## src/shared/lvimr_defs.svh

```systemverilog
`ifndef LVIMR_DEFS_SVH
`define LVIMR_DEFS_SVH

// Source counts
`define LVIMR_NUM_SRC      28
`define LVIMR_NUM_FAST     4
`define LVIMR_NUM_NORM     24
// Mask bits after reset
`define LVIMR_FAST_RST     4'h0
`define LVIMR_NORM_RST     24'h000000
// Cause codes shown on the status view
`define LVIMR_CAUSE_NONE   2'h0
`define LVIMR_CAUSE_FAST   2'h1
`define LVIMR_CAUSE_NORM   2'h2
// All three reset pins released (high)
`define LVIMR_PINS_IDLE    3'h7
// Zero padding that widens the fast group to the normal width
`define LVIMR_FAST_PAD     20'h00000

`endif

```

## src/shared/lvimr_pkg.sv

```systemverilog
package lvimr_pkg;
   // Which output currently has precedence
   typedef enum logic [1:0] {
      LVIMR_SEL_NONE,
      LVIMR_SEL_FAST,
      LVIMR_SEL_NORM
   } lvimr_sel_t;
   typedef logic [3:0]  lvimr_fast_t;   // Fast source vector
   typedef logic [23:0] lvimr_norm_t;   // Normal source vector
endpackage
```

## src/logic/lvimr_router.sv

```systemverilog
`timescale 1ns/1ns
`include "lvimr_defs.svh"
module lvimr_router
   import lvimr_pkg::*;
(
   input  wire logic                clock_in,               // System clock, 20 MHz
   input  wire logic                rstn_in,                // Synchronous reset, active low
   input  wire logic                power_on_reset_n_in,    // Power-on reset pin, active low
   input  wire logic                power_fail_reset_n_in,  // Power-fail reset pin, active low
   input  wire logic                user_reset_n_in,        // User reset pin, active low
   input  wire lvimr_pkg::lvimr_fast_t fast_src_in,         // Fast source levels
   input  wire lvimr_pkg::lvimr_norm_t norm_src_in,         // Normal source levels
   input  wire logic                mask_wr_in,             // Mask write strobe
   input  wire lvimr_pkg::lvimr_fast_t fast_mask_in,        // Fast mask value
   input  wire lvimr_pkg::lvimr_norm_t norm_mask_in,        // Normal mask value
   output logic                     fast_interrupt_request_out,   // Fast request
   output logic                     normal_interrupt_request_out, // Normal request
   output lvimr_pkg::lvimr_fast_t   fast_status_out,        // Active unmasked fast
   output lvimr_pkg::lvimr_norm_t   norm_status_out,        // Active unmasked normal
   output lvimr_pkg::lvimr_fast_t   fast_mask_out,          // Mask readback
   output lvimr_pkg::lvimr_norm_t   norm_mask_out,          // Mask readback
   output logic [1:0]               cause_out               // Which output leads
);
   logic [`LVIMR_NUM_SRC-1:0] src_sync;   // Synchronised sources
   logic [2:0]                rst_sync;   // Synchronised reset pins
   lvimr_fast_t fast_sync;                // Fast group levels
   lvimr_norm_t norm_sync;                // Normal group levels
   lvimr_fast_t fast_mask_ff;             // Fast mask bits
   lvimr_fast_t nxt_fast_mask;
   lvimr_norm_t norm_mask_ff;             // Normal mask bits
   lvimr_norm_t nxt_norm_mask;
   logic        any_sys_rst;              // Any reset cause active
   lvimr_fast_t nxt_fast_stat;            // Gated fast sources
   lvimr_norm_t nxt_norm_stat;            // Gated normal sources
   logic        nxt_fiq;
   logic        nxt_irq;
   lvimr_sel_t  nxt_sel;                  // Leading output

   // Reduce a gated vector to a request level
   function automatic logic lvimr_any(input logic [`LVIMR_NUM_NORM-1:0] v);
      return |v;
   endfunction

   // Pins cross into the clock domain
   lvimr_sync #(.WIDTH(`LVIMR_NUM_SRC + 3)) u_sync (
      .clock_in (clock_in),
      .rstn_in  (rstn_in),
      .async_in ({power_on_reset_n_in, power_fail_reset_n_in, user_reset_n_in,
                  norm_src_in, fast_src_in}),
      .sync_out ({rst_sync, src_sync})
   );

   // Split sources into the two groups
   assign fast_sync = src_sync[`LVIMR_NUM_FAST-1:0];
   assign norm_sync = src_sync[`LVIMR_NUM_SRC-1:`LVIMR_NUM_FAST];
   // Power-on, power-fail and user reset all act alike here
   assign any_sys_rst = !rstn_in || (rst_sync != `LVIMR_PINS_IDLE);

   // Mask next values
   always_comb begin
      nxt_fast_mask = fast_mask_ff;
      nxt_norm_mask = norm_mask_ff;
      if (any_sys_rst) begin
         nxt_fast_mask = `LVIMR_FAST_RST;
         nxt_norm_mask = `LVIMR_NORM_RST;
      end else if (mask_wr_in) begin
         nxt_fast_mask = fast_mask_in;      // Software enables sources
         nxt_norm_mask = norm_mask_in;
      end
   end

   // Gating, request and precedence next values
   always_comb begin
      nxt_fast_stat = fast_sync & fast_mask_ff;
      nxt_norm_stat = norm_sync & norm_mask_ff;
      nxt_fiq = lvimr_any({`LVIMR_FAST_PAD, nxt_fast_stat});
      nxt_irq = lvimr_any(nxt_norm_stat);
      // Fast wins when both pending; no order inside a group
      if (nxt_fiq) begin
         nxt_sel = LVIMR_SEL_FAST;
      end else if (nxt_irq) begin
         nxt_sel = LVIMR_SEL_NORM;
      end else begin
         nxt_sel = LVIMR_SEL_NONE;
      end
      if (any_sys_rst) begin
         nxt_fast_stat = '0;
         nxt_norm_stat = '0;
         nxt_fiq = 1'b0;
         nxt_irq = 1'b0;
         nxt_sel = LVIMR_SEL_NONE;
      end
   end

   // Register masks and outputs
   always_ff @(posedge clock_in) begin
      fast_mask_ff                 <= nxt_fast_mask;
      norm_mask_ff                 <= nxt_norm_mask;
      fast_mask_out                <= nxt_fast_mask;
      norm_mask_out                <= nxt_norm_mask;
      fast_interrupt_request_out   <= nxt_fiq;
      normal_interrupt_request_out <= nxt_irq;
      fast_status_out              <= nxt_fast_stat;
      norm_status_out              <= nxt_norm_stat;
      cause_out                    <= nxt_sel;
   end
endmodule // lvimr_router

```

## src/logic/lvimr_sync.sv

```systemverilog
`timescale 1ns/1ns
// Two-flop synchroniser for a vector of pin levels
module lvimr_sync #(
   parameter int WIDTH = 1
) (
   input  wire logic             clock_in,   // System clock
   input  wire logic             rstn_in,    // Synchronous reset, active low
   input  wire logic [WIDTH-1:0] async_in,   // Pin levels
   output logic      [WIDTH-1:0] sync_out    // Levels in clock domain
);
   logic [WIDTH-1:0] meta_ff;      // First stage, read only by second
   logic [WIDTH-1:0] nxt_meta;     // Next first stage
   logic [WIDTH-1:0] nxt_sync;     // Next second stage

   // Next values of both stages
   always_comb begin
      nxt_meta = async_in;
      nxt_sync = meta_ff;
      if (!rstn_in) begin
         nxt_meta = '0;
         nxt_sync = '0;
      end
   end

   // Register both stages
   always_ff @(posedge clock_in) begin
      meta_ff  <= nxt_meta;
      sync_out <= nxt_sync;
   end
endmodule // lvimr_sync

```

## config.mk

```make
export PLATFORM = sky130hd
export DESIGN_NAME = lvimr_router
export DESIGN_NICKNAME = d
export VERILOG_FILES = /design/src/shared/lvimr_pkg.sv /design/src/logic/lvimr_router.sv /design/src/logic/lvimr_sync.sv
export VERILOG_INCLUDE_DIRS = /design/src /design/src/shared
export SDC_FILE = /design/constraint.sdc
export NUM_CORES = 1
export LEC_CHECK = 0
export ABC_AREA = 1
export BUFFER_PORTS_ARGS = -buffer_cell sky130_fd_sc_hd__buf_2
export CORE_MARGIN = 1
export CORE_UTILIZATION = 40
export DETAILED_ROUTE_END_ITERATION = 6
export GPL_ROUTABILITY_DRIVEN = 0
export PLACE_DENSITY = 0.74
export SYNTH_ARGS = -nofsm -noshare
export SYNTH_HDL_FRONTEND = slang
export SYNTH_SLANG_ARGS = --single-unit
export TNS_END_PERCENT = 100
```

## constraint.sdc

```tcl
create_clock -name clock_in -period 3.7 [get_ports clock_in]
set_clock_uncertainty 0.2 [all_clocks]
set_input_delay 0.74 -clock clock_in [delete_from_list [all_inputs] [get_ports clock_in]]
set_output_delay 0.74 -clock clock_in [all_outputs]
set_load 0.02 [all_outputs]
```

==> results.md <==
* Remaining Overflow, GRT at 0
* Largest net degree at the start of global routing at 63
* Final max-slew violation count at 0
* Width of the die at 101 um
* First-pass GRT wire length at 12600 um
* Startpoint types: flop
* Vias at 2869
* Most frequent cells in the layout: 132 x nand2_1, 121 x dfxtp_1, 121 x buf_2, 90 x inv_1, 36 x nor2_1
* Hold buffer count at CTS at 0
* DP HPWL at 5480 um
* Post-CTS Setup Repair Bufs at 0
* Post-route ant nets at 0
* Worst-path cell chain: buf_2
* Syn_area_per_cell at 9.14 um^2
* GRT Total Usage at 0.165
* Ys Warns at 0
* Clock period minus worst slack at 2.00 ns
* First-pass DRT Iterations at 4
* Maximum clock frequency at 501 MHz
* Initial Util at 0.420
* RR Startpoint: u_sync.sync_out[29]
* WS Path Type: flop to output pin
* TNS Setup at 0 ns
* Diodes inserted at 0
* Static leakage at 0.00309 uW
* Slew @ Worst Pin at 0.899 ns
* Max IR drop VDD at 255 uV
* Net count of the mapped netlist at 493
* Port-buffer cells at 121
* Initial antenna violation count at 0
* Synth top area cells: dfxtp_1 61%, nand2_1 13%, inv_1 8.6%
* Syn Inst Count at 431
* Bufs on Longest Clock Path at 2
* Sequential-to-total area share from yosys stat at 0.615
* Switch Pwr at 578 uW
* DRC Markers at 0
* Worst hold endpoint: u_sync.sync_out[10]
* H-tree lvl count at 4
* Critical path data required time at 2.76 ns
* Crit path max-delay family: flip-flops
* CP arrival at 1.06 ns
* Pint at 2320 uW
* Min-Delay Path Class: flop to flop
* Final setup viols at 0
* Worst Reg-to-Reg Cells at 4
* Worst path max stage delay at 0.38 ns
* Reg clk slew, reported paths at 0.05 ns
* Reg2reg end: normal_interrupt_request_out
* Die area at 0.0102 mm^2
* Mean routed wirelength per cell at 11.1 um
* Root buffer cell: clkbuf_8
* CTS tree: done
* Crit path max fanout at 3
* Count of cell types in the netlist at 15
* Max-cap violations at 0
* Crit path max-delay cell type: dfxtp_1
* Util after Layout at 0.548
* Worst-skew pair later-pin latency at 0.49 ns
* WL final at 7730 um
* Post-CTS Resized at 0
* Switching Share at 0.200
* Min-delay src: u_sync.meta_ff[10]
* Pwr dens at 564 mW/mm^2
* Share of the synthesized area in the top cell type at 0.615
* CP bufs+invs at 1
* Crit end category: output pin
* Slew headroom at 0.401
* Synth area leader: dfxtp_1
* Routed vias/inst at 4.13
* CTS Buf Count at 17
* Commonest non-fill, non-tap cell in the layout: nand2_1
* Register share of total power at 0.464
* Rows at 35
* IO Count at 122
* Fin nets at 618
* Final period util at 0.539
* Vias in the first global route at 2804
* Area growth syn-to-layout at 30.5%
* Post-synthesis register bit count at 121
* Internal reg-to-reg setup slack at 2.09 ns
* Final Hold Viols at 0
* Status: finished clean
* Post-Syn Area at 0.00394 mm^2
* Initial drt markers at 57
* Share of cells above drive strength 1 at 0.322
* Clock sinks at 121
* Logic pwr share at 0.036
* Core area at 0.00937 mm^2
* Clock share of power at 0.500
* Die height at 101 um
* Hold Path Cell Cnt at 2
* Unrepaired setup endpoints after global routing: false
## cell usage after synthesis
cell type  count
nand2_1      132
dfxtp_1      121
inv_1         90
nor2_1        36
mux2_4        20
mux2_2         8
clkbuf_1       6
buf_6          5
buf_2          4
a21oi_1        2
buf_4          2
nand4_1        2
inv_2          1
nand2_2        1
nor2_4         1
## logic make-up (layout without fill, tap and decap cells)
kind of cell | after synthesis | count (layout) | synth area share
flops | 121 | 121 | 0.615
buf+inv | 108 | 243 | 0.116
mux | 28 | 28 | 0.0991
compound gates | 2 | 2 | 0.00254
simple gates | 172 | 172 | 0.168
## power by group through the flow
stage / Combinational [uW] / Clock, uW / Sequential, uW
2_1_floorplan: 65.4 / 0 / 1370
4_1_cts: 105 / 1490 / 1340
6_report: 104 / 1450 / 1340
5_1_grt: 117 / 1550 / 1350
3_5_place_dp: 105 / 0 / 1370
3_3_place_gp: 102 / 0 / 1370
## layer usage
metal | track usage | wire length (um) | part of all wire | vias up
met1 | 0.183 | 3340 | 0.43 | 1287
li1 | - | - | - | 1489
met4 | 0.0825 | 137 | 0.018 | 0
met5 | 0 | 0 | 0 | -
met3 | 0.0552 | 366 | 0.047 | 12
met2 | 0.282 | 3880 | 0.50 | 81
## worst min-delay path, cell delays in order, from the launching register on
cell     delay [ns]
dfxtp_1        0.30
nand2_1        0.04
inv_1          0.04
## final cells by class
type	count	area, um^2
sequential	121	2420
tap	129	161
timing repair buffer	123	621
fill	872	4230
clock inverter	8	73.8
clock buffer	21	459
inverter	91	342
multi-input combinational	202	1060
## how the worst max path moves through the flow
stage | end | start | cells after the start | slack (ns)
2_1_floorplan | norm_mask_ff[10] | mask_wr_in | 5 | 1.99
3_3_place_gp | norm_mask_ff[23] | mask_wr_in | 4 | 1.48
3_5_place_dp | norm_mask_ff[4] | mask_wr_in | 4 | 1.43
4_1_cts | norm_mask_out[6] | norm_mask_ff[6] | 1 | 1.68
5_1_grt | norm_mask_out[5] | norm_mask_ff[5] | 1 | 1.65
6_report | norm_mask_out[5] | norm_mask_ff[5] | 1 | 1.70
## metrics by stage
step	area (um^2)	hold slack, ns	power, uW	worst slack, ns	cells
2_1_floorplan	3940	0.190	1430	1.99	431
3_3_place_gp	4610	0.191	1470	1.48	666
3_5_place_dp	4610	0.200	1480	1.43	666
4_1_cts	5140	0.197	2940	1.68	695
5_1_grt	5140	0.199	3020	1.65	695
6_report	5140	0.208	2900	1.70	695
## state kept, by name, summed over array words and instances (netlist names)
| register | flops |
|---|---|
| fast_interrupt_request_out | 1 |
| u_sync.sync_out | 31 |
| norm_status_out | 24 |
| norm_mask_ff | 24 |
| cause_out | 1 |
| u_sync.meta_ff | 31 |
| fast_status_out | 4 |
| fast_mask_ff | 4 |
| normal_interrupt_request_out | 1 |
No activity file was read; power rests on OpenSTA's default activity.
